===== src/acs_cfg.svh =====
// Constants of the conversion sequencer: register offsets, field positions, reset values, timing.
// Assumes inclusion by bare name from the package and the design module.
`ifndef ACS_CFG_SVH
`define ACS_CFG_SVH

`define ACS_OFF_CTRL      12'h000
`define ACS_OFF_STATUS    12'h004
`define ACS_OFF_RESULT    12'h008
`define ACS_OFF_IRQ_STAT  12'h00C
`define ACS_OFF_IRQ_MASK  12'h010
`define ACS_OFF_PMD       12'h014

`define ACS_CTRL_ON       0
`define ACS_CTRL_GO       1
`define ACS_CTRL_TRIG     2
`define ACS_CTRL_RC       3
`define ACS_CTRL_ACQ_LO   4
`define ACS_CTRL_CLK_LO   8
`define ACS_CTRL_RESET    32'h0000_0000

`define ACS_IRQ_DONE      0
`define ACS_IRQ_ABORT     1
`define ACS_IRQ_BITS      2

`define ACS_RESULT_BITS   10
`define ACS_WAIT_PERIODS  4'h2
`define ACS_INSTR_CYCLES  8'h04
`define ACS_RC_DIV        8'h40
`define ACS_AXI_OKAY      2'h0
`define ACS_AXI_SLVERR    2'h2

`endif


===== src/acs_pkg.sv =====
// Types of the conversion sequencer.
// Assumes acs_cfg.svh is on the include path.
package acs_pkg;
	`include "acs_cfg.svh"
	typedef enum logic [2:0] {
		ACS_IDLE    = 3'b000,
		ACS_ARM     = 3'b001,
		ACS_ACQUIRE = 3'b010,
		ACS_CONVERT = 3'b011,
		ACS_WAIT    = 3'b100
	} acs_state_e;
endpackage


===== src/acs_sequencer.sv =====
// Control logic of a successive-approximation converter with an AXI4-Lite register slave.
// Assumes the analogue comparator, compare unit and charge-time unit sit on core_clk.
//
// Design decisions made here: the register offsets and the AXI4-Lite interface to the registers.
`timescale 1ns/1ps
`include "acs_cfg.svh"

module acs_sequencer
	import acs_pkg::*;
(
	// Clock and reset
	input  wire logic        core_clk,
	input  wire logic        resetn,
	// AXI4-Lite slave
	input  wire logic [11:0] s_axi_awaddr,
	input  wire logic        s_axi_awvalid,
	output logic             s_axi_awready,
	input  wire logic [31:0] s_axi_wdata,
	input  wire logic [3:0]  s_axi_wstrb,
	input  wire logic        s_axi_wvalid,
	output logic             s_axi_wready,
	output logic [1:0]       s_axi_bresp,
	output logic             s_axi_bvalid,
	input  wire logic        s_axi_bready,
	input  wire logic [11:0] s_axi_araddr,
	input  wire logic        s_axi_arvalid,
	output logic             s_axi_arready,
	output logic [31:0]      s_axi_rdata,
	output logic [1:0]       s_axi_rresp,
	output logic             s_axi_rvalid,
	input  wire logic        s_axi_rready,
	// Start triggers, one-cycle pulses
	input  wire logic        compare_unit_event,
	input  wire logic        charge_time_event,
	// Power management
	input  wire logic        sleep_active,
	output logic             wake_request,
	// Analogue core
	input  wire logic        sar_bit_in,
	output logic             sample_connect,
	output logic             sar_clk_en,
	output logic             analog_power,
	// Interrupt
	output logic             irq
);

	logic                          go_q;
	logic                          converter_on_q;
	logic                          trigger_source_select_q;
	logic                          rc_select_q;
	logic [2:0]                    acquisition_time_select_q;
	logic [2:0]                    conversion_clock_select_q;
	logic                          converter_module_disable_q;
	logic [`ACS_RESULT_BITS-1:0]   result_q;
	logic [`ACS_RESULT_BITS-1:0]   shift_q;
	logic [`ACS_IRQ_BITS-1:0]      irq_stat_q;
	logic [`ACS_IRQ_BITS-1:0]      irq_mask_q;
	acs_state_e                    state_q;
	logic [7:0]                    div_q;
	logic [7:0]                    tick_q;
	logic [4:0]                    cnt_q;
	logic                          powered_down_q;

	// Module disable acts as a local synchronous reset
	logic rst;
	assign rst = !resetn || converter_module_disable_q;

	// Conversion bit period enable from divider
	logic [7:0] div_limit;
	logic       tad_tick;
	logic       sw_abort;
	logic       sleep_abort;
	always_comb begin
		if (rc_select_q) begin
			div_limit = `ACS_RC_DIV;
		end else begin
			div_limit = 8'h01 << conversion_clock_select_q;
		end
	end
	assign tad_tick = (div_q >= div_limit - 8'h01);

	always_ff @(posedge core_clk) begin
		// An abort restarts the period so the wait after it is two full periods
		if (rst || state_q == ACS_IDLE || state_q == ACS_ARM || sw_abort || sleep_abort) begin
			div_q <= 8'h00;
		end else if (tad_tick) begin
			div_q <= 8'h00;
		end else begin
			div_q <= div_q + 8'h01;
		end
	end

	// AXI write path
	logic        aw_held_q;
	logic        w_held_q;
	logic [11:0] awaddr_q;
	logic [31:0] wdata_q;
	logic        wr_fire;
	assign wr_fire = aw_held_q && w_held_q && !s_axi_bvalid;

	always_ff @(posedge core_clk) begin
		if (!resetn) begin
			aw_held_q     <= 1'b0;
			w_held_q      <= 1'b0;
			s_axi_awready <= 1'b1;
			s_axi_wready  <= 1'b1;
			awaddr_q      <= 12'h000;
			wdata_q       <= 32'h0000_0000;
			s_axi_bvalid  <= 1'b0;
			s_axi_bresp   <= `ACS_AXI_OKAY;
		end else begin
			if (s_axi_awvalid && s_axi_awready) begin
				aw_held_q <= 1'b1;
				s_axi_awready <= 1'b0;
				awaddr_q  <= s_axi_awaddr;
			end
			if (s_axi_wvalid && s_axi_wready) begin
				w_held_q <= 1'b1;
				s_axi_wready <= 1'b0;
				wdata_q  <= s_axi_wdata;
			end
			if (wr_fire) begin
				aw_held_q    <= 1'b0;
				w_held_q     <= 1'b0;
				s_axi_awready <= 1'b1;
				s_axi_wready  <= 1'b1;
				s_axi_bvalid <= 1'b1;
				s_axi_bresp  <= (awaddr_q > `ACS_OFF_PMD) ? `ACS_AXI_SLVERR : `ACS_AXI_OKAY;
			end else if (s_axi_bvalid && s_axi_bready) begin
				s_axi_bvalid <= 1'b0;
			end
		end
	end

	logic wr_ctrl;
	logic wr_stat;
	logic wr_mask;
	logic wr_pmd;
	assign wr_ctrl = wr_fire && awaddr_q == `ACS_OFF_CTRL;
	assign wr_stat = wr_fire && awaddr_q == `ACS_OFF_IRQ_STAT;
	assign wr_mask = wr_fire && awaddr_q == `ACS_OFF_IRQ_MASK;
	assign wr_pmd  = wr_fire && awaddr_q == `ACS_OFF_PMD;

	// Module disable survives its own reset so software can release it
	always_ff @(posedge core_clk) begin
		if (!resetn) begin
			converter_module_disable_q <= 1'b0;
		end else if (wr_pmd) begin
			converter_module_disable_q <= wdata_q[0];
		end
	end

	// Control fields
	always_ff @(posedge core_clk) begin
		if (rst) begin
			converter_on_q            <= 1'b0;
			trigger_source_select_q   <= 1'b0;
			rc_select_q               <= 1'b0;
			acquisition_time_select_q <= 3'h0;
			conversion_clock_select_q <= 3'h0;
		end else if (wr_ctrl) begin
			converter_on_q            <= wdata_q[`ACS_CTRL_ON];
			trigger_source_select_q   <= wdata_q[`ACS_CTRL_TRIG];
			rc_select_q               <= wdata_q[`ACS_CTRL_RC];
			acquisition_time_select_q <= wdata_q[`ACS_CTRL_ACQ_LO +: 3];
			conversion_clock_select_q <= wdata_q[`ACS_CTRL_CLK_LO +: 3];
		end
	end

	// Start sources
	logic hw_trigger;
	logic sw_start;
	assign hw_trigger  = converter_on_q
		&& (trigger_source_select_q ? charge_time_event : compare_unit_event);
	assign sw_start    = wr_ctrl && wdata_q[`ACS_CTRL_GO] && wdata_q[`ACS_CTRL_ON];
	assign sw_abort    = wr_ctrl && !wdata_q[`ACS_CTRL_GO] && go_q;
	assign sleep_abort = sleep_active && !rc_select_q && go_q;

	logic done_evt;
	assign done_evt = state_q == ACS_CONVERT && tad_tick && cnt_q == 5'd0;

	// Sequencer
	always_ff @(posedge core_clk) begin
		if (rst) begin
			state_q <= ACS_IDLE;
			cnt_q   <= 5'd0;
			tick_q  <= 8'h00;
			go_q    <= 1'b0;
			shift_q <= '0;
		end else if (sw_abort || sleep_abort) begin
			state_q <= ACS_WAIT;
			cnt_q   <= 5'(`ACS_WAIT_PERIODS);
			go_q    <= 1'b0;
		end else begin
			unique case (state_q)
				ACS_IDLE: begin
					if ((hw_trigger || sw_start) && !powered_down_q) begin
						go_q    <= 1'b1;
						state_q <= rc_select_q ? ACS_ARM : ACS_ACQUIRE;
						tick_q  <= `ACS_INSTR_CYCLES;
						cnt_q   <= {2'b00, acquisition_time_select_q} << 1;
					end
				end
				ACS_ARM: begin
					// One extra instruction lets sleep be entered before conversion noise
					if (tick_q == 8'h01) begin
						state_q <= ACS_ACQUIRE;
					end
					tick_q <= tick_q - 8'h01;
				end
				ACS_ACQUIRE: begin
					if (tad_tick) begin
						if (cnt_q == 5'd0) begin
							state_q <= ACS_CONVERT;
							cnt_q   <= 5'(`ACS_RESULT_BITS - 1);
						end else begin
							cnt_q <= cnt_q - 5'd1;
						end
					end
				end
				ACS_CONVERT: begin
					if (tad_tick) begin
						shift_q <= {shift_q[`ACS_RESULT_BITS-2:0], sar_bit_in};
						if (cnt_q == 5'd0) begin
							go_q    <= 1'b0;
							state_q <= ACS_WAIT;
							cnt_q   <= 5'(`ACS_WAIT_PERIODS);
						end else begin
							cnt_q <= cnt_q - 5'd1;
						end
					end
				end
				ACS_WAIT: begin
					if (tad_tick) begin
						if (cnt_q == 5'd1) begin
							state_q <= ACS_IDLE;
						end
						cnt_q <= cnt_q - 5'd1;
					end
				end
			endcase
		end
	end

	// Result only on full completion; an abort leaves the old value
	always_ff @(posedge core_clk) begin
		if (rst) begin
			result_q <= '0;
		end else if (done_evt && !sw_abort && !sleep_abort) begin
			result_q <= {shift_q[`ACS_RESULT_BITS-2:0], sar_bit_in};
		end
	end

	// Sleep power-down keeps converter_on_q set
	always_ff @(posedge core_clk) begin
		if (rst || !sleep_active) begin
			powered_down_q <= 1'b0;
		end else if (sleep_abort) begin
			powered_down_q <= 1'b1;
		end else if (done_evt && !irq_mask_q[`ACS_IRQ_DONE]) begin
			powered_down_q <= 1'b1;
		end
	end

	always_ff @(posedge core_clk) begin
		if (rst) begin
			wake_request <= 1'b0;
		end else begin
			wake_request <= sleep_active && done_evt && irq_mask_q[`ACS_IRQ_DONE];
		end
	end

	// Interrupt status; a new event beats a clear in the same cycle
	logic [`ACS_IRQ_BITS-1:0] irq_set;
	assign irq_set = {sw_abort || sleep_abort, done_evt && !sw_abort && !sleep_abort};
	always_ff @(posedge core_clk) begin
		if (rst) begin
			irq_stat_q <= '0;
			irq_mask_q <= '0;
		end else begin
			irq_stat_q <= (irq_stat_q & ~(wr_stat ? wdata_q[`ACS_IRQ_BITS-1:0] : '0))
				| irq_set;
			if (wr_mask) begin
				irq_mask_q <= wdata_q[`ACS_IRQ_BITS-1:0];
			end
		end
	end

	always_ff @(posedge core_clk) begin
		if (rst) begin
			irq <= 1'b0;
		end else begin
			irq <= |(irq_stat_q & irq_mask_q);
		end
	end

	// Analogue outputs
	always_ff @(posedge core_clk) begin
		if (rst) begin
			sample_connect <= 1'b0;
			sar_clk_en     <= 1'b0;
			analog_power   <= 1'b0;
		end else begin
			sample_connect <= state_q == ACS_ACQUIRE;
			sar_clk_en     <= state_q == ACS_CONVERT;
			analog_power   <= converter_on_q && !powered_down_q;
		end
	end

	// AXI read path
	logic [31:0] rd_mux;
	always_comb begin
		unique case (s_axi_araddr)
			`ACS_OFF_CTRL: begin
				rd_mux = {21'h0, conversion_clock_select_q, 1'b0, acquisition_time_select_q,
					rc_select_q, trigger_source_select_q, go_q, converter_on_q};
			end
			`ACS_OFF_STATUS:   rd_mux = {27'h0, powered_down_q, 1'b0, state_q};
			`ACS_OFF_RESULT:   rd_mux = {22'h0, result_q};
			`ACS_OFF_IRQ_STAT: rd_mux = {30'h0, irq_stat_q};
			`ACS_OFF_IRQ_MASK: rd_mux = {30'h0, irq_mask_q};
			`ACS_OFF_PMD:      rd_mux = {31'h0, converter_module_disable_q};
			default:           rd_mux = 32'h0000_0000;
		endcase
	end

	always_ff @(posedge core_clk) begin
		if (!resetn) begin
			s_axi_rvalid <= 1'b0;
			s_axi_rdata  <= 32'h0000_0000;
			s_axi_rresp  <= `ACS_AXI_OKAY;
			s_axi_arready <= 1'b1;
		end else if (s_axi_arvalid && s_axi_arready) begin
			s_axi_rvalid <= 1'b1;
			s_axi_arready <= 1'b0;
			s_axi_rdata  <= rd_mux;
			s_axi_rresp  <= (s_axi_araddr > `ACS_OFF_PMD) ? `ACS_AXI_SLVERR : `ACS_AXI_OKAY;
		end else if (s_axi_rvalid && s_axi_rready) begin
			s_axi_rvalid  <= 1'b0;
			s_axi_arready <= 1'b1; // A new address waits until the data is taken
		end
	end

endmodule


===== config.mk =====
export PLATFORM = sky130hd
export DESIGN_NAME = acs_sequencer
export DESIGN_NICKNAME = d
export VERILOG_FILES = /design/src/acs_pkg.sv /design/src/acs_sequencer.sv
export VERILOG_INCLUDE_DIRS = /design/src
export SDC_FILE = /design/constraint.sdc
export NUM_CORES = 1
export LEC_CHECK = 0
export BUFFER_PORTS_ARGS = -buffer_cell sky130_fd_sc_hd__buf_2
export CAP_MARGIN = 0
export CORE_ASPECT_RATIO = 1.75
export CORE_MARGIN = 1
export CORE_UTILIZATION = 49
export DETAILED_ROUTE_END_ITERATION = 6
export PLACE_DENSITY = 0.81
export SLEW_MARGIN = 10
export SYNTH_ARGS = -nofsm -noshare
export SYNTH_HDL_FRONTEND = slang
export SYNTH_SLANG_ARGS = --single-unit

===== constraint.sdc =====
create_clock -name core_clk -period 3.4 [get_ports core_clk]
set_clock_uncertainty 0.05 [all_clocks]
set_input_delay 0.34 -clock core_clk [delete_from_list [all_inputs] [get_ports core_clk]]
set_output_delay 0.34 -clock core_clk [all_outputs]
set_load 0.05 [all_outputs]

==> results.yml, run 1 <==
run_status:
  status: "finished clean"
clock_network:
  worst_skew_pair.late_latency_ns: 0.36
  numCtsBuffers: 9
  cts_num_sinks: 106
  cts.clk_slew.worst_paths_ns: 0.07
  cts_tree: "yes"
  cts_hold_repair.buffers: 0
  cts-root-to-sink-buffers: 2
  cts.root.buffer_cell: "clkbuf_16"
  cts_htree_levels: 3
hold_path:
  min-delay-path-class: "in2reg"
  hold_path.startpoint: "s_axi_awvalid"
  timing.hold.worst_path_depth: 2
  whs_endpoint: "s_axi_awready"
route:
  post_drt_wl_per_cell_um: 15.06
  drt_pass1_iterations: 5
  remaining_drc_errors: 0
  routed-via-count: 4472
  route.detailed.vias_per_inst: 5.542
  wirelength_um: 12160
  dr.first_iter.drc_count: 214
  final_ant_viol_nets: 0
die:
  start_util_pct: 50.10
  die_w_um: 79.35
  die-area_mm2: 0.01090
  io-pin-count: 117
  row_count: 49
  die-height_um: 137.4
  core-area_mm2: 0.01024
yosys:
  ys_warn_count: 0
  synth_seq_cells: 106
  synth-async-reset-ratio_pct: 0
  synth-adder-area-share_pct: 3.415
  post_synth_simple_gate_area_pct: 23.54
  edff_count_synth: 0
  synth.distinct_cells: 56
  synth_compound_area_share_pct: 16.05
  ys_seq_area_share_pct: 41.37
  synth-main-ff-cell: "dfxtp_1"
  syn_area_per_cell_um2: 8.261
  synth_top_family_by_area: "simple AND/OR/NAND/NOR gates"
  multiplexer_area_fraction_after_synthesis_pct: 6.927
  syn_area_mm2: 0.005130
  post_synthesis_instance_total: 621
  synth_xor_area_share_pct: 1.537
sta:
  finalHoldWorstSlack_ns: 0.1375
  worst-slew-pin-transition_ns: 0.6859
  unrepaired_setup_endpoints_after_global_routing: "false"
  setup-violations-final: 0
  fin_crit_sh_pct: 93.06
  maxSlewHeadroom_pct: 53.63
  timing_max_transition_violations_final: 0
  finalWorstPathRequiredPeriod_ns: 3.164
  tns_ns: 0
  final_worst_path_setup_slack_ns: 0.2361
  hold_viol: 0
  fmax_achieved_ghz: 0.3161
grt:
  pin_count_of_the_biggest_net_entering_global_routing: 43
  grt_pass1_vias: 4283
  initial_antenna_violation_count: 0
  globalRouteOverflowTotal: 0
  grt.total_usage_pct: 23.22
  grt_pass1_wl_um: 19550
worst_setup_path:
  worst_setup_path_end_kind: "flip-flop"
  timing.critical_path.cells: "inv_1 -> nand2_1 -> ha_2 -> mux2_2 -> a31oi_1 -> ha_1 -> nand2_1 -> a211o_1 -> o21a_1 -> nor3_2 -> buf_4 -> mux2i_1 -> nor2_1"
  critical-path-max-stage-delay_ns: 0.44
  regToRegStartpoint: "conversion_clock_select_q[0]"
  critical_path_peak_fanout: 7
  cp_common_cell: "nand2_1"
  r2r_slack_ns: 0.24
  worstReg2RegEnd: "shift_q[4]"
  critical-path-top-delay-family: "compound AO/OA/AOI/OAI gates"
  crit_type: "reg2reg"
  cp_num_buf_inv: 2
  critical_path_arrival_ns: 3.35
  worst-endpoint-required_ns: 3.59
  worst_setup_path_start_kind: "flip-flop"
  critical_path.slowest_cell: "dfxtp_1"
  worstRegToRegCells: 13
final_layout:
  layout_cell_share_with_drive_strength_beyond_1_pct: 16.47
  area.growth.synth_to_final_pct: 12.88
  net_total_in_the_final_layout: 760
  antenna_cells: 0
  layout_cell_area_excl_fill_mm2: 0.005791
pwr:
  peakVddDrop_mv: 0.4786
  p_leak_nw: 2.342
  power.total_mw: 2.987
  power.density_mw_per_mm2: 515.8
place:
  detailed_placement_hpwl_um: 9134
  placement.io_buffers: 67
  post-place-ws_ns: 0.04964
  dpl-instance-area_mm2: 0.005488
  place_congestion: 0.8603
job:
  maxCapViolCount: 0
cell usage in the layout (no fill, tap or decap), types with 11 or more instances in the layout:
| cell | n |
|---|---|
| a21oi_1 | 25 |
| buf_2 | 68 |
| dfxtp_1 | 105 |
| a21boi_0 | 28 |
| nand3_1 | 18 |
| conb_1 | 24 |
| nand2_1 | 96 |
| ha_1 | 13 |
| and2_1 | 11 |
| mux2i_1 | 31 |
| inv_1 | 16 |
| nor3_1 | 15 |
| nor2_1 | 65 |
| o21ai_0 | 39 |
what timing repair did:
item	in CTS	in global routing
buffers inserted	0	0
resized for setup	1	6
cloned	0	1
setup endpoints to repair	1	26
pin swaps	0	2
registers in the layout (all words and copies together), names as in the netlist, 2 cells and up:
name,cells
awaddr_q,12
s_axi_rdata,11
result_q,10
wdata_q,10
shift_q,9
div_q,8
tick_q,8
cnt_q,5
acquisition_time_select_q,3
conversion_clock_select_q,3
state_q,3
irq_mask_q,2
irq_stat_q,2
final cells by class:
class | instances | area, um^2
clock buffers | 9 | 225.2
well taps | 127 | 158.9
inverters | 16 | 60.06
fillers | 914 | 4448
clock inverters | 7 | 52.55
repair buffers | 78 | 415.4
multi-input cells | 464 | 2755
flip-flops and latches | 106 | 2123
per-stage QoR:
step	std cells	utilization [%]
4_1_cts	806	56.36
6_report	807	56.56
2_1_floorplan	643	-
5_1_grt	807	56.56
3_3_place_gp	790	53.60
3_5_place_dp	790	53.60
synth_stat cells, drive strengths merged (4+ instances only):
master / count / area share (%)
nand2b: 7 / 0.85
o21ai: 39 / 3.8
or3: 4 / 0.49
a31oi: 5 / 0.61
mux2i: 31 / 6.0
nor2: 65 / 4.8
nor3: 17 / 1.7
clkbuf: 31 / 2.3
dfxtp: 106 / 41
nor4: 7 / 1.3
nand2: 96 / 7.0
buf: 26 / 3.6
nand3: 18 / 1.8
xnor2: 6 / 1.0
ha: 14 / 3.4
nand4: 5 / 0.61
a21boi: 28 / 4.1
inv: 16 / 1.2
and2: 11 / 1.3
a22oi: 7 / 1.0
a21oi: 26 / 2.6
nand3b: 4 / 0.83
nor2b: 8 / 0.98
o22ai: 4 / 0.49
logic make-up after synthesis:
| family | count (synthesis) |
|---|---|
| other | 2 |
| AND/OR/NAND/NOR | 254 |
| XOR/XNOR | 9 |
| adder cells (fa/ha/maj) | 14 |
| multiplexers | 34 |
| buffers and inverters | 73 |
| AO/OA/AOI/OAI | 129 |
| flip-flops | 106 |
how the worst max path moves through the flow:
stage	cells past startpoint	slack, ns	to	startpoint
after floorplan	16	0.08	shift_q[0]	conversion_clock_select_q[1]
after global placement	12	0.19	cnt_q[0]	conversion_clock_select_q[2]
after detailed placement	14	0.05	shift_q[4]	conversion_clock_select_q[2]
after CTS	14	0.09	shift_q[4]	conversion_clock_select_q[2]
after global routing	13	0.03	shift_q[4]	conversion_clock_select_q[0]
final	13	0.24	shift_q[4]	conversion_clock_select_q[0]
metal layers:
metal | wire length [um] | share of wire, % | vias up | track usage [%]
met2 | 6568 | 54 | 139 | 43.63
met4 | 331 | 2.7 | 0 | 11.82
met1 | 4711 | 39 | 2106 | 24.03
met5 | 0 | 0 | - | 0
li1 | - | - | 2202 | -
met3 | 545 | 4.5 | 25 | 4.238
report_power, final:
part	switching, mW	internal, mW
Clock	0.489	0.505
Sequential	0.0691	1.30
Combinational	0.412	0.213
Total	0.971	2.02
worst register-to-register path: cells and delay by family (launching register included):
kind	cells	cell delay, ns
AO/OA/AOI/OAI	3	0.69
multiplexers	2	0.59
AND/OR/NAND/NOR	4	0.49
flip-flops	1	0.44
adder cells (fa/ha/maj)	2	0.42
buffers and inverters	2	0.35
Note: power is estimated with default switching activity, not from simulation.
==> inputs of run 2 (changes only) <==
ABC_AREA = 1   (was not set)
==> run 2 against run 1 <==
Compared with the run above: area after synthesis rose by 1.5%; die area rose by 1.5%; critical path depth up 4; total power grew 12%; critical path type unchanged; critical endpoint is now result_q[3]; largest power group unchanged.
==> results.yml, run 2 <==
clock_network:
  post-cts-setup-buffer-count: 0
  cts_num_sinks: 106
  cts.root.buffer_cell: "clkbuf_16"
  postCtsResizedCells: 0
  cts_tree: "yes"
  cts_hold_repair.buffers: 0
  cts_htree_levels: 3
  cts-root-to-sink-buffers: 2
  worst_skew_pair.late_latency_ns: 0.35
  numCtsBuffers: 9
  cts.clk_slew.worst_paths_ns: 0.07
route:
  final_ant_viol_nets: 0
  routed-via-count: 4772
  route.detailed.vias_per_inst: 5.148
  dr.first_iter.drc_count: 277
  wirelength_um: 12170
  post_drt_wl_per_cell_um: 13.12
  drt_pass1_iterations: 5
  remaining_drc_errors: 0
yosys:
  synth_seq_cells: 106
  synth-main-ff-cell: "dfxtp_1"
  synth_top_cell_area_share_pct: 40.75
  syn_area_per_cell_um2: 7.095
  synth_top_cells_by_area: "dfxtp_1, nand2_1, nor2_1, a21oi_1, inv_1"
  synth-async-reset-ratio_pct: 0
  edff_count_synth: 0
  synth.distinct_cells: 40
  synth_top_cell_by_area: "dfxtp_1"
  synth.top_cells.by_count: "nand2_1, nor2_1, dfxtp_1, inv_1, a21oi_1"
  syn_area_mm2: 0.005207
  ys_warn_count: 0
  post_synthesis_instance_total: 734
  yosysMostFrequentCell: "nand2_1"
  ys_seq_area_share_pct: 40.75
worst_setup_path:
  critical-path-top-delay-family: "simple AND/OR/NAND/NOR gates"
  worst_setup_path_end_kind: "flip-flop"
  cp_common_cell: "nand2_1"
  critical_path_peak_fanout: 11
  critical-path-max-stage-delay_ns: 0.36
  cp_num_buf_inv: 4
  critical_path.slowest_cell: "dfxtp_1"
  worst_setup_path_start_kind: "flip-flop"
  worst-endpoint-required_ns: 3.56
  crit_type: "reg2reg"
  timing.critical_path.cells: "inv_1 -> nand4_1 -> ha_1 -> xor2_1 -> inv_1 -> ha_1 -> nand2_1 -> inv_1 -> nand2_1 -> nand2_1 -> nand2_1 -> nand2_1 -> nand3_4 -> inv_4 -> nand2_4 -> nand2_1 -> a21oi_1"
  critical_path_arrival_ns: 2.96
final_layout:
  final_cell_mix: "nand2_1, nor2_1, dfxtp_1"
  final.fill_count: 1010
  net_total_in_the_final_layout: 880
  area.growth.synth_to_final_pct: 12.01
  registers.top_by_ff_count: "awaddr_q"
  largestRegisters: "awaddr_q x12, s_axi_rdata x11"
  largest_reg_flops: 12
  most_common_cell_after_layout_fill_and_taps_aside: "nand2_1"
  seq_area_mm2: 0.002122
  layout_cell_share_with_drive_strength_beyond_1_pct: 14.12
  combined_area_of_the_multi_input_logic_cells_mm2: 0.002610
  fin_cells: 927
  antenna_cells: 0
sta:
  maxSlewHeadroom_pct: 56.45
  fin_crit_sh_pct: 82.29
  finalHoldWorstSlack_ns: 0.1227
  unrepaired_setup_endpoints_after_global_routing: "false"
  worst-slew-pin-transition_ns: 0.6523
  fmax_achieved_ghz: 0.3574
  tns_ns: 0
  timing_max_transition_violations_final: 0
  setup-violations-final: 0
  finalWorstPathRequiredPeriod_ns: 2.798
  hold_viol: 0
place:
  detailed_placement_hpwl_um: 9274
  place_congestion: 0.8845
  placed_instances: 911
  placement.io_buffers: 67
die:
  row_count: 49
  core-area_mm2: 0.01030
  start_util_pct: 50.56
  io-pin-count: 117
  die-height_um: 138.4
  die_w_um: 79.93
  die-area_mm2: 0.01106
grt:
  globalRouteOverflowTotal: 0
  grt_pass1_vias: 4330
  grt.total_usage_pct: 22.98
  pin_count_of_the_biggest_net_entering_global_routing: 38
  grt_pass1_wl_um: 19680
  initial_antenna_violation_count: 0
pwr:
  power.density_mw_per_mm2: 573.4
  p_leak_nw: 2.546
  peakVddDrop_mv: 0.3700
job:
  maxCapViolCount: 0
hold_path:
  min-delay-path-class: "in2reg"
run_status:
  status: "finished clean"
run 2: cell count changes in the layout (fill, tap and decap cells not counted), moves of 28 or more:
cell      previous run  this run
mux2i_1             31         0
inv_1               16        71
a21oi_1             25        67
nand2_1             96       151
a21boi_0            28         0
nor2_1              65       111
run 2: metal layers:
| layer | routed length (um) | vias to the layer above | global-route usage [%] |
|---|---|---|---|
| met5 | 0 | - | 0 |
| met4 | 613 | 0 | 15.04 |
| met3 | 450 | 29 | 4.092 |
| met2 | 6591 | 146 | 41.93 |
| met1 | 4511 | 2156 | 22.89 |
| li1 | - | 2441 | - |
run 2: worst paths after layout:
path	from	to	slack, ns	cells past startpoint
worst max register to register	rc_select_q	result_q[3]	0.60	17
worst max-delay path	rc_select_q	result_q[3]	0.60	17
worst min-delay path	s_axi_bready	s_axi_bvalid	0.12	2
worst min register to register	wdata_q[9]	conversion_clock_select_q[1]	0.41	2
run 2: worst register-to-register path, stage by stage, from the launching register on:
cell	delay, ns
dfxtp_1	0.36
inv_1	0.24
nand4_1	0.16
ha_1	0.26
xor2_1	0.16
inv_1	0.06
ha_1	0.26
nand2_1	0.04
inv_1	0.05
nand2_1	0.05
nand2_1	0.06
nand2_1	0.08
nand2_1	0.16
nand3_4	0.21
inv_4	0.18
nand2_4	0.12
nand2_1	0.09
a21oi_1	0.06
run 2: logic make-up after synthesis:
family                   after synthesis  share of synthesized area, %
AND/OR/NAND/NOR                      348                         29.55
AO/OA/AOI/OAI                        131                         13.12
buffers and inverters                119                         10.72
flip-flops                           106                         40.75
XOR/XNOR                              14                         2.355
adder cells (fa/ha/maj)               14                         3.364
other                                  2                        0.1442
run 2: power breakdown:
| group | internal, mW | leakage, nW | switching (mW) |
|---|---|---|---|
| Sequential | 1.33 | 0.863 | 0.0633 |
| Clock | 0.548 | 0.144 | 0.489 |
| Combinational | 0.268 | 1.54 | 0.646 |
run 2: final cells by class:
class	count	area share, %
Multi-Input combinational cell	531	44.74
Sequential cell	106	36.38
Timing Repair Buffer	68	5.877
Inverter	79	5.169
Clock buffer	11	4.333
Tap cell	127	2.724
Clock inverter	5	0.7722
run 2: stage by stage:
stage / power (mW) / setup WS, ns / utilization, % / instance area, um^2
2_1_floorplan: 2.159 / 1.111 / - / 5290
5_1_grt: 3.534 / 0.4500 / 56.63 / 5833
3_3_place_gp: 2.305 / 0.7017 / 53.74 / 5535
6_report: 3.345 / 0.6021 / 56.63 / 5833
4_1_cts: 3.354 / 0.6010 / 56.63 / 5833
3_5_place_dp: 2.321 / 0.6153 / 53.74 / 5535
